==> config.mk <==
export PLATFORM = sky130hd
export DESIGN_NAME = tap_port
export DESIGN_NICKNAME = d
export VERILOG_FILES = /design/src/design/tap_port_pkg.sv /design/src/design/tap_edge_if.sv /design/src/design/tap_port.sv /design/src/design/tap_pin_sync.sv
export SDC_FILE = /design/constraint.sdc
export NUM_CORES = 1
export LEC_CHECK = 0
export ABC_AREA = 1
export BUFFER_PORTS_ARGS = -buffer_cell sky130_fd_sc_hd__buf_2
export CAP_MARGIN = 20
export CELL_PAD_IN_SITES_DETAIL_PLACEMENT = 1
export CELL_PAD_IN_SITES_GLOBAL_PLACEMENT = 1
export CORE_AREA = 2 2 108 110
export CTS_BUF_LIST = sky130_fd_sc_hd__clkbuf_4
export CTS_CLUSTER_DIAMETER = 40
export DETAILED_ROUTE_END_ITERATION = 10
export DIE_AREA = 0 0 110 112
export PLACE_DENSITY_LB_ADDON = 0.05
export SLEW_MARGIN = 0
export SYNTH_ARGS = -nofsm -noshare
export SYNTH_HDL_FRONTEND = slang
export SYNTH_SLANG_ARGS = --single-unit
export TNS_END_PERCENT = 100
==> constraint.sdc <==
create_clock -name clk_sys -period 4.65 [get_ports clk_sys]
set_input_delay 0.6975 -clock clk_sys [delete_from_list [all_inputs] [get_ports clk_sys]]
set_output_delay 0.6975 -clock clk_sys [all_outputs]
set_load 0.02 [all_outputs]
==> src/design/tap_port_pkg.sv <==
/*
 * constants and types for the serial test access port block.
 * assumes a single system clock that oversamples the test clock pins.
 */
// Overview of operation
// - Apart from the resets, only the edges of the test clock, found by oversampling, move the controller and the shift registers.
// - An undriven test clock pin is modelled as an idle low clock, so no edge is seen.
// - Mode select is taken on each rising test-clock edge and steers the controller.
// - Test data in is taken on each rising test-clock edge while shifting.
// - Test data out is driven only in Shift-IR or Shift-DR and changes on falling test-clock edges.
// - A low test reset puts the controller in Test-Logic-Reset independently of the chip reset.
// - The chip hardware reset resets the processor while the test port logic keeps its state.
package tap_port_pkg;
    // ========================================
    // controller states
    typedef enum logic [3:0] {
        TEST_LOGIC_RESET = 4'h0,
        RUN_TEST_IDLE = 4'h1,
        SELECT_DR = 4'h2,
        CAPTURE_DR = 4'h3,
        SHIFT_DR = 4'h4,
        EXIT1_DR = 4'h5,
        PAUSE_DR = 4'h6,
        EXIT2_DR = 4'h7,
        UPDATE_DR = 4'h8,
        SELECT_IR = 4'h9,
        CAPTURE_IR = 4'ha,
        SHIFT_IR = 4'hb,
        EXIT1_IR = 4'hc,
        PAUSE_IR = 4'hd,
        EXIT2_IR = 4'he,
        UPDATE_IR = 4'hf
    } tap_state_type;

    // ========================================
    // register widths and reset values
    localparam int IR_WIDTH = 4;
    localparam int DR_WIDTH = 32;
    localparam logic [3:0] IR_RESET = 4'hf;
    localparam logic [1:0] IR_CAPTURE = 2'h1;
    localparam logic [31:0] DR_RESET = 32'h0;
    // arbitrary identification value, carries no maker code
    localparam logic [31:0] ID_VALUE = 32'h00000001;
    localparam logic [3:0] IR_IDCODE = 4'h2;
    localparam logic [3:0] IR_BYPASS = 4'hf;
    localparam logic [3:0] IR_DEBUG_REQ = 4'h7;
    // power-on hold, in clk_sys cycles, before any edge is accepted
    localparam logic [4:0] HOLD_CYCLES = 5'h1f;
endpackage

==> src/design/tap_edge_if.sv <==
/*
 * carries the sampled test clock edges and pins from the synchroniser
 * to the controller. assumes both sides run on clk_sys.
 */
`timescale 1ns/1ps
interface tap_edge_if;
    logic rise;
    logic fall;
    logic modeSel;
    logic dataIn;
    logic testRstN;
    modport source (output rise, output fall, output modeSel,
        output dataIn, output testRstN);
    modport sink (input rise, input fall, input modeSel, input dataIn,
        input testRstN);
endinterface

==> src/design/tap_port.sv <==
/*
 * test access port controller with instruction, bypass, id and a debug
 * request data register. assumes test pins arrive asynchronously and
 * the processor reset is handled outside this block.
 */
`timescale 1ns/1ps
module tap_port (
    // system
    input wire logic clk_sys,
    input wire logic sys_rst,
    // test pins
    input wire logic testClk,
    input wire logic testClkDriven,
    input wire logic modeSel,
    input wire logic dataIn,
    input wire logic testRstN,
    output logic dataOut,
    output logic dataOutEn,
    // debug side
    input wire logic [31:0] debugStatus,
    output logic [31:0] debugCommand,
    output logic debugUpdate,
    output logic [3:0] tapState
);
    tap_edge_if edges();

    tap_pin_sync sync (
        .clk_sys(clk_sys),
        .sys_rst(sys_rst),
        .testClk(testClk),
        .testClkDriven(testClkDriven),
        .modeSel(modeSel),
        .dataIn(dataIn),
        .testRstN(testRstN),
        .edges(edges)
    );

    tap_port_pkg::tap_state_type state_reg, state_next;
    logic [3:0] irShift_reg, irShift_next;
    logic [3:0] ir_reg, ir_next;
    logic [31:0] drShift_reg, drShift_next;
    logic [31:0] cmd_reg, cmd_next;
    logic upd_reg, upd_next;
    logic tdo_reg, tdo_next;
    logic tdoEn_reg, tdoEn_next;
    logic [4:0] powerOn_reg, powerOn_next;

    // ========================================
    // standard controller step on mode select
    function automatic tap_port_pkg::tap_state_type step(
        input tap_port_pkg::tap_state_type s,
        input logic m
    );
        case (s)
            tap_port_pkg::TEST_LOGIC_RESET: step = m ?
                tap_port_pkg::TEST_LOGIC_RESET : tap_port_pkg::RUN_TEST_IDLE;
            tap_port_pkg::RUN_TEST_IDLE: step = m ?
                tap_port_pkg::SELECT_DR : tap_port_pkg::RUN_TEST_IDLE;
            tap_port_pkg::SELECT_DR: step = m ?
                tap_port_pkg::SELECT_IR : tap_port_pkg::CAPTURE_DR;
            tap_port_pkg::CAPTURE_DR: step = m ?
                tap_port_pkg::EXIT1_DR : tap_port_pkg::SHIFT_DR;
            tap_port_pkg::SHIFT_DR: step = m ?
                tap_port_pkg::EXIT1_DR : tap_port_pkg::SHIFT_DR;
            tap_port_pkg::EXIT1_DR: step = m ?
                tap_port_pkg::UPDATE_DR : tap_port_pkg::PAUSE_DR;
            tap_port_pkg::PAUSE_DR: step = m ?
                tap_port_pkg::EXIT2_DR : tap_port_pkg::PAUSE_DR;
            tap_port_pkg::EXIT2_DR: step = m ?
                tap_port_pkg::UPDATE_DR : tap_port_pkg::SHIFT_DR;
            tap_port_pkg::UPDATE_DR: step = m ?
                tap_port_pkg::SELECT_DR : tap_port_pkg::RUN_TEST_IDLE;
            tap_port_pkg::SELECT_IR: step = m ?
                tap_port_pkg::TEST_LOGIC_RESET : tap_port_pkg::CAPTURE_IR;
            tap_port_pkg::CAPTURE_IR: step = m ?
                tap_port_pkg::EXIT1_IR : tap_port_pkg::SHIFT_IR;
            tap_port_pkg::SHIFT_IR: step = m ?
                tap_port_pkg::EXIT1_IR : tap_port_pkg::SHIFT_IR;
            tap_port_pkg::EXIT1_IR: step = m ?
                tap_port_pkg::UPDATE_IR : tap_port_pkg::PAUSE_IR;
            tap_port_pkg::PAUSE_IR: step = m ?
                tap_port_pkg::EXIT2_IR : tap_port_pkg::PAUSE_IR;
            tap_port_pkg::EXIT2_IR: step = m ?
                tap_port_pkg::UPDATE_IR : tap_port_pkg::SHIFT_IR;
            tap_port_pkg::UPDATE_IR: step = m ?
                tap_port_pkg::SELECT_DR : tap_port_pkg::RUN_TEST_IDLE;
            default: step = tap_port_pkg::TEST_LOGIC_RESET;
        endcase
    endfunction

    // ========================================
    // edge gating: edges are refused during the power-on hold and while
    // the test reset is low, so a half-seen edge cannot move the machine
    logic holding, inReset;

    assign holding = powerOn_reg != tap_port_pkg::HOLD_CYCLES;
    assign inReset = !edges.testRstN || holding;

    // ========================================
    // decoders shared by the shift and output logic
    function automatic logic in_shift(
        input tap_port_pkg::tap_state_type s
    );
        return s == tap_port_pkg::SHIFT_IR || s == tap_port_pkg::SHIFT_DR;
    endfunction

    // id and debug instructions select the long register; every other
    // code, bypass included, shifts through a single bit
    function automatic logic long_dr(input logic [3:0] code);
        return code == tap_port_pkg::IR_IDCODE ||
            code == tap_port_pkg::IR_DEBUG_REQ;
    endfunction

    // ========================================
    // controller state and power-on hold
    always_comb begin
        state_next = state_reg;
        powerOn_next = powerOn_reg;
        if (holding) begin
            powerOn_next = powerOn_reg + 5'h01;
        end
        if (inReset) begin
            state_next = tap_port_pkg::TEST_LOGIC_RESET;
        end else if (edges.rise) begin
            state_next = step(state_reg, edges.modeSel);
        end
    end

    // sys_rst is only power-up init; a processor reset never reaches
    // this logic, so a debugger keeps its session across it
    always_ff @(posedge clk_sys) begin
        if (sys_rst) begin
            state_reg <= tap_port_pkg::TEST_LOGIC_RESET;
            powerOn_reg <= 5'h00;
        end else begin
            state_reg <= state_next;
            powerOn_reg <= powerOn_next;
        end
    end

    // ========================================
    // instruction register
    always_comb begin
        irShift_next = irShift_reg;
        ir_next = ir_reg;
        if (inReset) begin
            ir_next = tap_port_pkg::IR_RESET;
        end else if (edges.rise) begin
            case (state_reg)
                tap_port_pkg::TEST_LOGIC_RESET: begin
                    ir_next = tap_port_pkg::IR_IDCODE;
                end
                tap_port_pkg::CAPTURE_IR: begin
                    irShift_next = {2'h0, tap_port_pkg::IR_CAPTURE};
                end
                tap_port_pkg::SHIFT_IR: begin
                    irShift_next = {edges.dataIn, irShift_reg[3:1]};
                end
                tap_port_pkg::UPDATE_IR: begin
                    ir_next = irShift_reg;
                end
                default: ;
            endcase
        end
    end

    always_ff @(posedge clk_sys) begin
        if (sys_rst) begin
            irShift_reg <= 4'h0;
            ir_reg <= tap_port_pkg::IR_RESET;
        end else begin
            irShift_reg <= irShift_next;
            ir_reg <= ir_next;
        end
    end

    // ========================================
    // data registers and the debug command
    always_comb begin
        drShift_next = drShift_reg;
        cmd_next = cmd_reg;
        upd_next = 1'b0;
        if (!inReset && edges.rise) begin
            case (state_reg)
                tap_port_pkg::CAPTURE_DR: begin
                    case (ir_reg)
                        tap_port_pkg::IR_IDCODE:
                            drShift_next = tap_port_pkg::ID_VALUE;
                        tap_port_pkg::IR_DEBUG_REQ:
                            drShift_next = debugStatus;
                        default: drShift_next = tap_port_pkg::DR_RESET;
                    endcase
                end
                tap_port_pkg::SHIFT_DR: begin
                    if (long_dr(ir_reg)) begin
                        drShift_next = {edges.dataIn, drShift_reg[31:1]};
                    end else begin
                        drShift_next = {31'h0, edges.dataIn};
                    end
                end
                tap_port_pkg::UPDATE_DR: begin
                    if (ir_reg == tap_port_pkg::IR_DEBUG_REQ) begin
                        cmd_next = drShift_reg;
                        upd_next = 1'b1;
                    end
                end
                default: ;
            endcase
        end
    end

    always_ff @(posedge clk_sys) begin
        if (sys_rst) begin
            drShift_reg <= tap_port_pkg::DR_RESET;
            cmd_reg <= tap_port_pkg::DR_RESET;
            upd_reg <= 1'b0;
        end else begin
            drShift_reg <= drShift_next;
            cmd_reg <= cmd_next;
            upd_reg <= upd_next;
        end
    end

    // ========================================
    // serial output; apart from a test reset it moves on falling edges only, which gives the
    // host a full low phase before it samples on the next rise
    always_comb begin
        tdo_next = tdo_reg;
        tdoEn_next = tdoEn_reg;
        if (inReset) begin
            tdoEn_next = 1'b0;
            tdo_next = 1'b0;
        end else if (edges.fall) begin
            tdoEn_next = in_shift(state_reg);
            tdo_next = (state_reg == tap_port_pkg::SHIFT_IR) ?
                irShift_reg[0] : drShift_reg[0];
        end
    end

    always_ff @(posedge clk_sys) begin
        if (sys_rst) begin
            tdo_reg <= 1'b0;
            tdoEn_reg <= 1'b0;
        end else begin
            tdo_reg <= tdo_next;
            tdoEn_reg <= tdoEn_next;
        end
    end

    assign dataOut = tdo_reg;
    assign dataOutEn = tdoEn_reg;
    assign debugCommand = cmd_reg;
    assign debugUpdate = upd_reg;
    assign tapState = state_reg;
endmodule

==> src/design/tap_pin_sync.sv <==
/*
 * two-stage synchronisers for the test pins and edge detection of the
 * test clock. assumes the test clock is far slower than clk_sys.
 */
`timescale 1ns/1ps
module tap_pin_sync (
    // system
    input wire logic clk_sys,
    input wire logic sys_rst,
    // pins
    input wire logic testClk,
    input wire logic testClkDriven,
    input wire logic modeSel,
    input wire logic dataIn,
    input wire logic testRstN,
    // to controller
    tap_edge_if.source edges
);
    logic [3:0] stage1_reg, stage1_next;
    logic [3:0] stage2_reg, stage2_next;
    logic clkOld_reg, clkOld_next;
    logic clkPin;

    // ========================================
    // pin conditioning
    always_comb begin
        clkPin = testClk & testClkDriven;
        stage1_next = {clkPin, modeSel, dataIn, testRstN};
        stage2_next = stage1_reg;
        clkOld_next = stage2_reg[3];
    end

    // test reset must act without a clock edge, yet it passes the synchroniser
    // both ways; entry and release are each seen two cycles later
    always_ff @(posedge clk_sys) begin
        if (sys_rst) begin
            stage1_reg <= 4'h1;
            stage2_reg <= 4'h1;
            clkOld_reg <= 1'b0;
        end else begin
            stage1_reg <= stage1_next;
            stage2_reg <= stage2_next;
            clkOld_reg <= clkOld_next;
        end
    end

    assign edges.rise = stage2_reg[3] & ~clkOld_reg;
    assign edges.fall = ~stage2_reg[3] & clkOld_reg;
    assign edges.modeSel = stage2_reg[2];
    assign edges.dataIn = stage2_reg[1];
    assign edges.testRstN = stage2_reg[0];
endmodule

After elaboration in Yosys (flattened, before gate mapping)

Cells that the tools add are included.

Register bits: 93
Bits of input ports: 39
Output and inout bits: 39
Word-level logic and storage cells: 78

$add $sub $neg: 1
Equality and inequality tests: 18
Multiplexer cells: 20
Bitwise gates (word level): 8
Reduce and logical (&&, ||, !) cells: 19

Operator list:

| kind                                           | count |
|---|---|
| one-hot mux 32 bit (2 select lines)            | 2 |
| one-hot mux 4 bit (12 select lines)            | 1 |
| == test 4 bit (second input constant)          | 8 |
| two-way mux 32 bit                             | 1 |
| == test 4 x 3 -> 1 bit (second input constant) | 5 |
| two-way mux 4 bit                              | 4 |
| one-hot mux 4 bit (2 select lines)             | 2 |
| == test 4 x 2 -> 1 bit (second input constant) | 3 |
| two-way mux 2 bit                              | 3 |
| two-way mux 3 bit                              | 2 |
| AND reduction 3 bit                            | 2 |
| nonzero test 2 bit                             | 3 |
| OR reduction 2 bit                             | 3 |
| OR reduction 3 bit                             | 2 |
| adder 5 x 1 -> 5 bit (second input constant)   | 1 |
| two-way mux 1 bit                              | 5 |
| != test 5 bit (second input constant)          | 1 |
| inverter 1 bit                                 | 5 |
| == test 4 x 1 -> 1 bit (second input constant) | 1 |
| logical NOT 4 bit                              | 1 |
| AND reduction 2 bit                            | 2 |
| bitwise AND 1 bit                              | 3 |
| logical OR 1 bit                               | 3 |
| logical NOT 1 bit                              | 2 |
| logical AND 1 bit                              | 1 |

Longest topological paths before layout

Gate-level depths: netlist of run 1.

Word-level depth: 6
Gate-level depth with buffers: 11
Depth with buffers taken out: 10

By module

A second synthesis of run 1 with hierarchy kept.

Cell total of the unflattened synthesis: 591
Area total of the unflattened synthesis: 4225.3 um^2

Modules (own cells, without submodules):

| module       | times used | cells an instance | area an instance (um^2) | seq. area each (um^2) |
|---|---|---|---|---|
| tap_port     | 1          | 562               | 3957.5                  | 1681.6 |
| tap_pin_sync | 1          | 29                | 267.8                   | 180.2 |

Least setup slack after synthesis of run 1

No wires, ideal clock.

Path type: reg2reg
Start: reg powerOn_reg[0]
End: reg cmd_reg[0], in the netlist debugCommand[0]
Setup time: 0.119 ns
Data arrival time: 1.749 ns
Data required time: 4.531 ns
Path slack: 2.782 ns
Cell stages (with the launch flop): 12
Buffers on the path: 2
Clock period less this slack: 1.868 ns
Cell sequence: dfxtp_1 ha_1 inv_1 nor3_1 ha_1 nand2_1 nor2_4 nand3b_4 buf_6 buf_6 o21ai_0 a21oi_1

Word-level cells in the longest chain between the ends: 5

RTL lines:

| item                                 | line            | source |
|---|---|---|
| from (decl)                          | tap_port.sv:46  | `logic [4:0] powerOn_reg, powerOn_next;` |
| from (signal assigned)               | tap_port.sv:137 | `powerOn_reg <= powerOn_next;` |
| != test 5 bit                        | tap_port.sv:96  | `assign holding = powerOn_reg != tap_port_pkg::HOLD_CYCLES;` |
| logical OR 1 bit                     | tap_port.sv:97  | `assign inReset = !edges.testRstN \|\| holding;` |
| logical NOT 1 bit                    | tap_port.sv:183 | `if (!inReset && edges.rise) begin` |
| logical AND 1 bit                    | tap_port.sv:183 |  |
| AND reduction 3 bit (no source line) | -               |  |
| to (signal assigned)                 | tap_port.sv:215 | `cmd_reg <= tap_port_pkg::DR_RESET;` |
| to (signal assigned)                 | tap_port.sv:219 | `cmd_reg <= cmd_next;` |
| to (decl)                            | tap_port.sv:42  | `logic [31:0] cmd_reg, cmd_next;` |

No other way between the ends.
A chain may end at the register's enable or synchronous reset.

Final worst setup path of run 1

Start: reg powerOn_reg[1]
End: reg cmd_reg[10], in the netlist debugCommand[10]

The elaborated chain is that of the path after synthesis.

==> impl_metrics.xml, run 1 <==
<?xml version="1.0" encoding="UTF-8"?>
<metrics>
  <group name="min_path">
    <metric name="holdCritPathClass" unit="">reg -&gt; reg</metric>
    <metric name="timing.hold.worst.start" unit="">sync.stage1_reg[3]$_SDFF_PP0_</metric>
    <metric name="worstHoldEndpoint" unit="">sync.stage2_reg[3]$_SDFF_PP0_</metric>
    <metric name="timing.hold.worst_path_depth" unit="">2</metric>
  </group>
  <group name="sta">
    <metric name="slew_headroom" unit="%">55.38</metric>
    <metric name="worstMarginPinSlew" unit="ns">0.6693</metric>
    <metric name="setup_tns" unit="ns">0</metric>
    <metric name="finClkSkew" unit="ns">0.02329</metric>
    <metric name="final-hold-violation-count" unit="">0</metric>
    <metric name="maxSlewViolCount" unit="">0</metric>
    <metric name="layout_worst_path_cycle_share" unit="%">56.07</metric>
    <metric name="setup_repair_after_global_routing_missed_its_margin" unit="">no</metric>
    <metric name="maxClockFrequency" unit="MHz">383.5</metric>
    <metric name="fin_crit" unit="ns">2.607</metric>
    <metric name="finalSetupViolCount" unit="">0</metric>
  </group>
  <group name="synth">
    <metric name="synth.mux.area_fraction" unit="%">0</metric>
    <metric name="yosysUniqueCellTypes" unit="">29</metric>
    <metric name="synth-simple-area-share" unit="%">16.57</metric>
    <metric name="synth_xor_area_share" unit="%">0</metric>
    <metric name="postSynthNetCount" unit="">569</metric>
    <metric name="seq_area_frac_synth" unit="%">46.17</metric>
    <metric name="synth-seq-cells" unit="">93</metric>
    <metric name="post_synth_main_area_contributors" unit="">dfxtp_1 (46%), a21oi_1 (10%), o21ai_0 (6.5%)</metric>
    <metric name="synth-compound-area-share" unit="%">25.07</metric>
    <metric name="syn_area_per_cell" unit="um^2">7.638</metric>
    <metric name="yosysWarningCount" unit="">0</metric>
    <metric name="dominant_combinational_cell_family_by_area_after_synthesis" unit="">compound AO/OA/AOI/OAI gates</metric>
    <metric name="synth_area_leader_cell" unit="">dfxtp_1</metric>
    <metric name="synthDominantCellAreaShare" unit="%">46.17</metric>
    <metric name="syn-instance-count" unit="">528</metric>
    <metric name="netlist_area" unit="mm^2">0.004033</metric>
    <metric name="yosys.area_share.adder" unit="%">0.6205</metric>
  </group>
  <group name="place">
    <metric name="finalWeightedCongestion" unit="">0.8558</metric>
    <metric name="detailed_place_hpwl" unit="um">7348</metric>
    <metric name="cell_area_placed" unit="mm^2">0.004402</metric>
    <metric name="io_buffers" unit="">77</metric>
  </group>
  <group name="cells_and_area">
    <metric name="antenna-diode-count" unit="">0</metric>
    <metric name="nNetsFinal" unit="">626</metric>
    <metric name="layout.filler_cells" unit="">1455</metric>
    <metric name="layout-drive-gt1-share" unit="%">18.81</metric>
    <metric name="mostFrequentLayoutCells" unit="">dfxtp_1 (93), a21oi_1 (82), buf_2 (77)</metric>
    <metric name="most_frequent_standard_cell_in_the_layout_excluding_fill_and_tap_cells" unit="">dfxtp_1</metric>
    <metric name="postLayoutCellArea" unit="mm^2">0.004573</metric>
    <metric name="layout-area-overhead-vs-synth" unit="%">13.40</metric>
  </group>
  <group name="detailed_routing">
    <metric name="final_antenna_net_count" unit="">0</metric>
    <metric name="dr_total_vias" unit="">3771</metric>
    <metric name="detail_route.drc_violations" unit="">0</metric>
    <metric name="met2_length" unit="um">5387</metric>
    <metric name="drt_iter0_markers" unit="">139</metric>
    <metric name="top_signal_layer_used" unit="">met4</metric>
    <metric name="wl_per_cell" unit="um">15.25</metric>
    <metric name="detailroute.wirelength.met3" unit="um">343</metric>
    <metric name="detail_route.first_pass.iterations" unit="">4</metric>
    <metric name="detail_route.vias_per_cell" unit="">5.145</metric>
    <metric name="total_detailed_routing_wirelength" unit="um">11180</metric>
    <metric name="wirelength_met1" unit="um">5283</metric>
  </group>
  <group name="worst_setup_path">
    <metric name="worst_r2r_startpoint" unit="">powerOn_reg[1]$_SDFFE_PP0P_</metric>
    <metric name="regToRegEndpoint" unit="">debugCommand[10]$_SDFFE_PP0P_</metric>
    <metric name="timing.reg2reg.worst_path_depth" unit="">9</metric>
    <metric name="critPathCaptureType" unit="">flip-flop</metric>
    <metric name="timing.critical_path.arrival" unit="ns">2.93</metric>
    <metric name="cp.required" unit="ns">4.97</metric>
    <metric name="ff2ff_setup_slack" unit="ns">2.04</metric>
    <metric name="cp-start-kind" unit="">flip-flop</metric>
    <metric name="critical_path.max_fanout" unit="">65</metric>
    <metric name="timing.setup.critical_path_class" unit="">reg -&gt; reg</metric>
  </group>
  <group name="cts">
    <metric name="worst_skew_pair.late_latency" unit="ns">0.45</metric>
    <metric name="cts_tree" unit="">built</metric>
    <metric name="post_cts_resized" unit="">0</metric>
    <metric name="post-cts-setup-buffers" unit="">0</metric>
    <metric name="max-clock-path-buffers" unit="">2</metric>
    <metric name="cts-htree-levels" unit="">3</metric>
    <metric name="ctsRootBufferMaster" unit="">clkbuf_4</metric>
    <metric name="hold_buffers" unit="">0</metric>
    <metric name="cts.clk_slew.worst_paths" unit="ns">0.14</metric>
    <metric name="cts.sink_count" unit="">93</metric>
    <metric name="cts_buffers" unit="">9</metric>
  </group>
  <group name="floorplan">
    <metric name="die_w" unit="um">110</metric>
    <metric name="fp.coreArea" unit="mm^2">0.01117</metric>
    <metric name="die-area" unit="mm^2">0.01232</metric>
    <metric name="die_height" unit="um">112</metric>
    <metric name="std_cell_rows" unit="">39</metric>
    <metric name="io_pins" unit="">78</metric>
    <metric name="initial_core_util" unit="%">36.09</metric>
  </group>
  <group name="power">
    <metric name="sequentialPowerShare" unit="%">62.2</metric>
    <metric name="cell_internal_pwr" unit="W">0.0009867</metric>
    <metric name="cellPowerDensity" unit="mW/mm^2">283.1</metric>
    <metric name="comb_power_share" unit="%">3.7</metric>
    <metric name="total_switching_power" unit="W">0.0003080</metric>
    <metric name="switching_share" unit="%">23.79</metric>
    <metric name="clkPwrFrac" unit="%">34.0</metric>
    <metric name="fin_total_pwr" unit="W">0.001295</metric>
    <metric name="largest_vdd_supply_drop" unit="mV">0.1522</metric>
    <metric name="p_leak" unit="nW">1.958</metric>
  </group>
  <group name="global_routing">
    <metric name="grt_overall_usage" unit="%">19.08</metric>
    <metric name="antenna_found_initial" unit="">0</metric>
    <metric name="vias_in_the_first_global_route" unit="">3682</metric>
    <metric name="grt_max_degree" unit="">66</metric>
    <metric name="globalRoute.totalOverflow" unit="">0</metric>
    <metric name="grt_first_pass_wirelength" unit="um">18550</metric>
  </group>
  <group name="outcome">
    <metric name="status" unit="">finished clean</metric>
  </group>
  <group name="job">
    <metric name="maxCapViolations" unit="">0</metric>
  </group>
</metrics>
layout make-up:
cell class	instances	area, um^2	area share, %
multi-input combinational	331	1704	37.26
tap	143	178.9	3.912
clock buffer	10	75.07	1.642
timing repair buffer	80	435.4	9.521
clock inverter	6	53.80	1.176
inverter	70	264.0	5.773
sequential	93	1862	40.71
Yosys cell counts, drive strengths merged:
cell    count
a211oi      1
a21oi      82
a31oi      33
and2        1
buf        15
clkbuf     19
clkinv      1
dfxtp      93
ha          2
inv        69
nand2      47
nand3      47
nand3b      2
nand4       2
nor2       29
nor3        6
nor4        1
o211ai      2
o21ai      73
o22ai       1
or2         2
through the flow:
step           worst slack, ns  hold slack [ns]  util (%)  instances
6_report                 2.043           0.4121     40.92        733
3_5_place_dp             1.874           0.3997     39.39        715
3_3_place_gp             2.038           0.3954     39.39        715
4_1_cts                  1.840           0.4005     40.54        731
2_1_floorplan            2.782           0.3883         -        528
5_1_grt                  1.634           0.3981     40.92        733
worst max-delay path by stage:
stage                                           start  slack, ns  depth (start not counted)                             to
after floorplan           powerOn_reg[0]$_SDFFE_PP0P_       2.78                         11   debugCommand[0]$_SDFFE_PP0P_
after global placement         ir_reg[3]$_SDFFE_PP1P_       2.04                          6  debugCommand[30]$_SDFFE_PP0P_
after detailed placement       ir_reg[3]$_SDFFE_PP1P_       1.87                          6  debugCommand[10]$_SDFFE_PP0P_
after CTS                      ir_reg[3]$_SDFFE_PP1P_       1.84                          6  debugCommand[29]$_SDFFE_PP0P_
after global routing      powerOn_reg[1]$_SDFFE_PP0P_       1.63                          9   debugCommand[2]$_SDFFE_PP0P_
final                     powerOn_reg[1]$_SDFFE_PP0P_       2.04                          9  debugCommand[10]$_SDFFE_PP0P_
cells by family after synthesis:
group                      Yosys count
adders and majority gates            2
buffers and inverters              104
AOI/OAI and AO/OA                  192
DFF                                 93
and+or+nand+nor                    137
power by group through the flow:
stage                     registers (W)  logic [W]  clock network, W
after floorplan                0.000822  0.0000238                 0
after global placement         0.000823  0.0000485                 0
after detailed placement       0.000823  0.0000491                 0
after CTS                      0.000806  0.0000493          0.000458
after global routing           0.000807  0.0000545          0.000491
final                          0.000806  0.0000482          0.000441
critical path: stages (launching register included):
cell and delay, ns:
dfxtp_1 0.38, ha_1 0.19, inv_1 0.06, nor3_1 0.14
ha_1 0.32, nand2_1 0.16, nor2_4 0.23, nand3b_4 0.53
o21ai_0 0.40, a21oi_1 0.07
per-layer routing:
metal | vias up | global-route usage (%)
met5 | - | 0
met3 | 9 | 3.279
met2 | 47 | 31.25
met1 | 1804 | 25.29
met4 | 0 | 6.076
li1 | 1911 | -
(Power assumes the default switching activity.)
==> inputs of run 2 (changes only) <==
==> constraint.sdc (replaced) <==
create_clock -name clk_sys -period 2.1 [get_ports clk_sys]
set_input_delay 0.315 -clock clk_sys [delete_from_list [all_inputs] [get_ports clk_sys]]
set_output_delay 0.315 -clock clk_sys [all_outputs]
set_load 0.02 [all_outputs]
==> run 2 against run 1 <==
  * Register-to-register slack got worse by 1.9 ns
  * Critical path depth increased by 1
  * Clock power increased by 88%
  * Highest routed layer unchanged
  * First-iteration DRC count increased by 26%
  * Largest power group unchanged
  * Combinational power increased by 130%
  * Hold slack got worse by 0.37 ns
  * Total power increased by 110%
  * Routed wire length decreased by 0.28%
  * Count of clock-buffer cells in the layout increased by 1
  * Utilization increased by 0.54 points
==> impl_metrics.xml, run 2 (synthesized netlist as in run 1, its figures left out) <==
<?xml version="1.0" encoding="UTF-8"?>
<metrics>
  <group name="detailed_routing">
    <metric name="detail_route.drc_violations" unit="">0</metric>
    <metric name="dr_total_vias" unit="">3871</metric>
    <metric name="met2_length" unit="um">5376</metric>
    <metric name="drt_iter0_markers" unit="">175</metric>
    <metric name="wirelength_met1" unit="um">5148</metric>
    <metric name="detailroute.wirelength.met3" unit="um">392</metric>
    <metric name="top_signal_layer_used" unit="">met4</metric>
    <metric name="wl_per_cell" unit="um">15.04</metric>
    <metric name="detail_route.first_pass.iterations" unit="">4</metric>
    <metric name="detail_route.vias_per_cell" unit="">5.224</metric>
    <metric name="final_antenna_net_count" unit="">0</metric>
    <metric name="total_detailed_routing_wirelength" unit="um">11150</metric>
  </group>
  <group name="worst_setup_path">
    <metric name="cp.required" unit="ns">2.43</metric>
    <metric name="timing.setup.critical_path_class" unit="">reg -&gt; reg</metric>
    <metric name="ff2ff_setup_slack" unit="ns">0.16</metric>
    <metric name="critical_path.max_fanout" unit="">19</metric>
    <metric name="timing.reg2reg.worst_path_depth" unit="">10</metric>
    <metric name="worst_r2r_startpoint" unit="">powerOn_reg[0]$_SDFFE_PP0P_</metric>
    <metric name="regToRegEndpoint" unit="">drShift_reg[13]$_SDFFE_PP0P_</metric>
    <metric name="critPathCaptureType" unit="">flip-flop</metric>
    <metric name="cp-start-kind" unit="">flip-flop</metric>
    <metric name="timing.critical_path.arrival" unit="ns">2.27</metric>
  </group>
  <group name="floorplan">
    <metric name="initial_core_util" unit="%">36.09</metric>
    <metric name="die_height" unit="um">112</metric>
    <metric name="die-area" unit="mm^2">0.01232</metric>
    <metric name="std_cell_rows" unit="">39</metric>
    <metric name="fp.coreArea" unit="mm^2">0.01117</metric>
    <metric name="die_w" unit="um">110</metric>
    <metric name="io_pins" unit="">78</metric>
  </group>
  <group name="cells_and_area">
    <metric name="multiInputGateArea" unit="mm^2">0.001708</metric>
    <metric name="mostFrequentLayoutCells" unit="">dfxtp_1 (91), a21oi_1 (82), buf_2 (77)</metric>
    <metric name="antenna-diode-count" unit="">0</metric>
    <metric name="most_frequent_standard_cell_in_the_layout_excluding_fill_and_tap_cells" unit="">dfxtp_1</metric>
    <metric name="layout-drive-gt1-share" unit="%">20.40</metric>
    <metric name="nNetsFinal" unit="">635</metric>
    <metric name="layoutNonFillerInstCount" unit="">741</metric>
    <metric name="regArea" unit="mm^2">0.001864</metric>
    <metric name="layout-area-overhead-vs-synth" unit="%">14.89</metric>
    <metric name="layout.filler_cells" unit="">1413</metric>
  </group>
  <group name="global_routing">
    <metric name="vias_in_the_first_global_route" unit="">3771</metric>
    <metric name="globalRoute.totalOverflow" unit="">0</metric>
    <metric name="grt_overall_usage" unit="%">18.88</metric>
    <metric name="grt_max_degree" unit="">64</metric>
    <metric name="grt_first_pass_wirelength" unit="um">18380</metric>
    <metric name="antenna_found_initial" unit="">0</metric>
  </group>
  <group name="min_path">
    <metric name="holdCritPathClass" unit="">in -&gt; reg</metric>
    <metric name="worstHoldEndpoint" unit="">sync.stage1_reg[0]$_SDFF_PP1_</metric>
    <metric name="timing.hold.worst_path_depth" unit="">2</metric>
    <metric name="timing.hold.worst.start" unit="">testRstN</metric>
  </group>
  <group name="power">
    <metric name="largest_vdd_supply_drop" unit="mV">0.2832</metric>
    <metric name="cellPowerDensity" unit="mW/mm^2">587.8</metric>
    <metric name="p_leak" unit="nW">2.002</metric>
  </group>
  <group name="sta">
    <metric name="setup_repair_after_global_routing_missed_its_margin" unit="">no</metric>
    <metric name="final-hold-violation-count" unit="">0</metric>
    <metric name="setup_tns" unit="ns">0</metric>
    <metric name="slew_headroom" unit="%">61.77</metric>
    <metric name="layout_worst_path_cycle_share" unit="%">92.29</metric>
    <metric name="maxSlewViolCount" unit="">0</metric>
    <metric name="worstMarginPinSlew" unit="ns">0.5726</metric>
    <metric name="finalSetupViolCount" unit="">0</metric>
    <metric name="maxClockFrequency" unit="MHz">516.0</metric>
    <metric name="finClkSkew" unit="ns">0.01252</metric>
    <metric name="fin_crit" unit="ns">1.938</metric>
  </group>
  <group name="cts">
    <metric name="cts_buffers" unit="">9</metric>
    <metric name="worst_skew_pair.late_latency" unit="ns">0.44</metric>
    <metric name="hold_buffers" unit="">0</metric>
    <metric name="cts-htree-levels" unit="">3</metric>
    <metric name="max-clock-path-buffers" unit="">2</metric>
    <metric name="ctsRootBufferMaster" unit="">clkbuf_4</metric>
    <metric name="cts.sink_count" unit="">93</metric>
    <metric name="cts.clk_slew.worst_paths" unit="ns">0.13</metric>
    <metric name="cts_tree" unit="">built</metric>
  </group>
  <group name="job">
    <metric name="maxCapViolations" unit="">0</metric>
  </group>
  <group name="place">
    <metric name="dp.cells" unit="">726</metric>
    <metric name="finalWeightedCongestion" unit="">0.8645</metric>
    <metric name="detailed_place_hpwl" unit="um">7614</metric>
    <metric name="io_buffers" unit="">77</metric>
  </group>
  <group name="outcome">
    <metric name="status" unit="">finished clean</metric>
  </group>
</metrics>
[run 2: through the flow]
step                util [%]  cell area [um^2]  setup WS (ns)  total power, W  hold slack (ns)
detailed placement     40.47              4522         0.1006        0.001934           0.4007
CTS                    41.35              4621        0.03320        0.002761          0.01302
global route           41.46              4633        0.01124        0.002861          0.02356
global placement       40.47              4522         0.1607        0.001931           0.3950
finish                 41.46              4633         0.1620        0.002724          0.04635
floorplan                  -              4033         0.2319        0.001873           0.3883
[run 2: worst max-delay path by stage]
| stage | start | endpoint |
|---|---|---|
| 4_1_cts | powerOn_reg[0]$_SDFFE_PP0P_ | drShift_reg[13]$_SDFFE_PP0P_ |
| 6_report | powerOn_reg[0]$_SDFFE_PP0P_ | drShift_reg[13]$_SDFFE_PP0P_ |
| 3_5_place_dp | powerOn_reg[0]$_SDFFE_PP0P_ | debugCommand[10]$_SDFFE_PP0P_ |
| 2_1_floorplan | powerOn_reg[0]$_SDFFE_PP0P_ | debugCommand[0]$_SDFFE_PP0P_ |
| 5_1_grt | powerOn_reg[0]$_SDFFE_PP0P_ | debugCommand[2]$_SDFFE_PP0P_ |
| 3_3_place_gp | powerOn_reg[0]$_SDFFE_PP0P_ | drShift_reg[20]$_SDFFE_PP0P_ |
[run 2: repair_timing]
item,in CTS,in global routing
endpoints found under the hold margin,0,0
gates resized for setup,0,10
setup buffers,0,0
setup endpoints to repair,0,50
[run 2: cell type report]
cell class	count	area share (%)
Clock buffer	11	1.782
Timing Repair Buffer	89	11.07
Sequential cell	93	40.24
Multi-Input combinational cell	331	36.86
Clock inverter	4	0.3511
Tap cell	143	3.862
Inverter	70	5.833
[run 2: critical path: stages (launching register included)]
cell     delay (ns)
dfxtp_2        0.37
ha_1           0.18
inv_1          0.06
nor3_1         0.14
ha_1           0.19
nand2_1        0.10
nor2_4         0.18
nand2_4        0.10
buf_4          0.22
a31oi_1        0.18
a21oi_1        0.10
[run 2: layer usage]
layer | global-route usage [%] | vias to the layer above
li1 | - | 1927
met1 | 24.18 | 1856
met2 | 30.92 | 65
met3 | 3.396 | 23
met4 | 7.848 | 0
met5 | 0 | -
[run 2: power by group]
| group | switching [W] | internal, W | total, W |
|---|---|---|---|
| Combinational | 0.0000630 | 0.0000472 | 0.000110 |
| Sequential | 0.00000804 | 0.00178 | 0.00178 |
| Clock | 0.000576 | 0.000252 | 0.000829 |
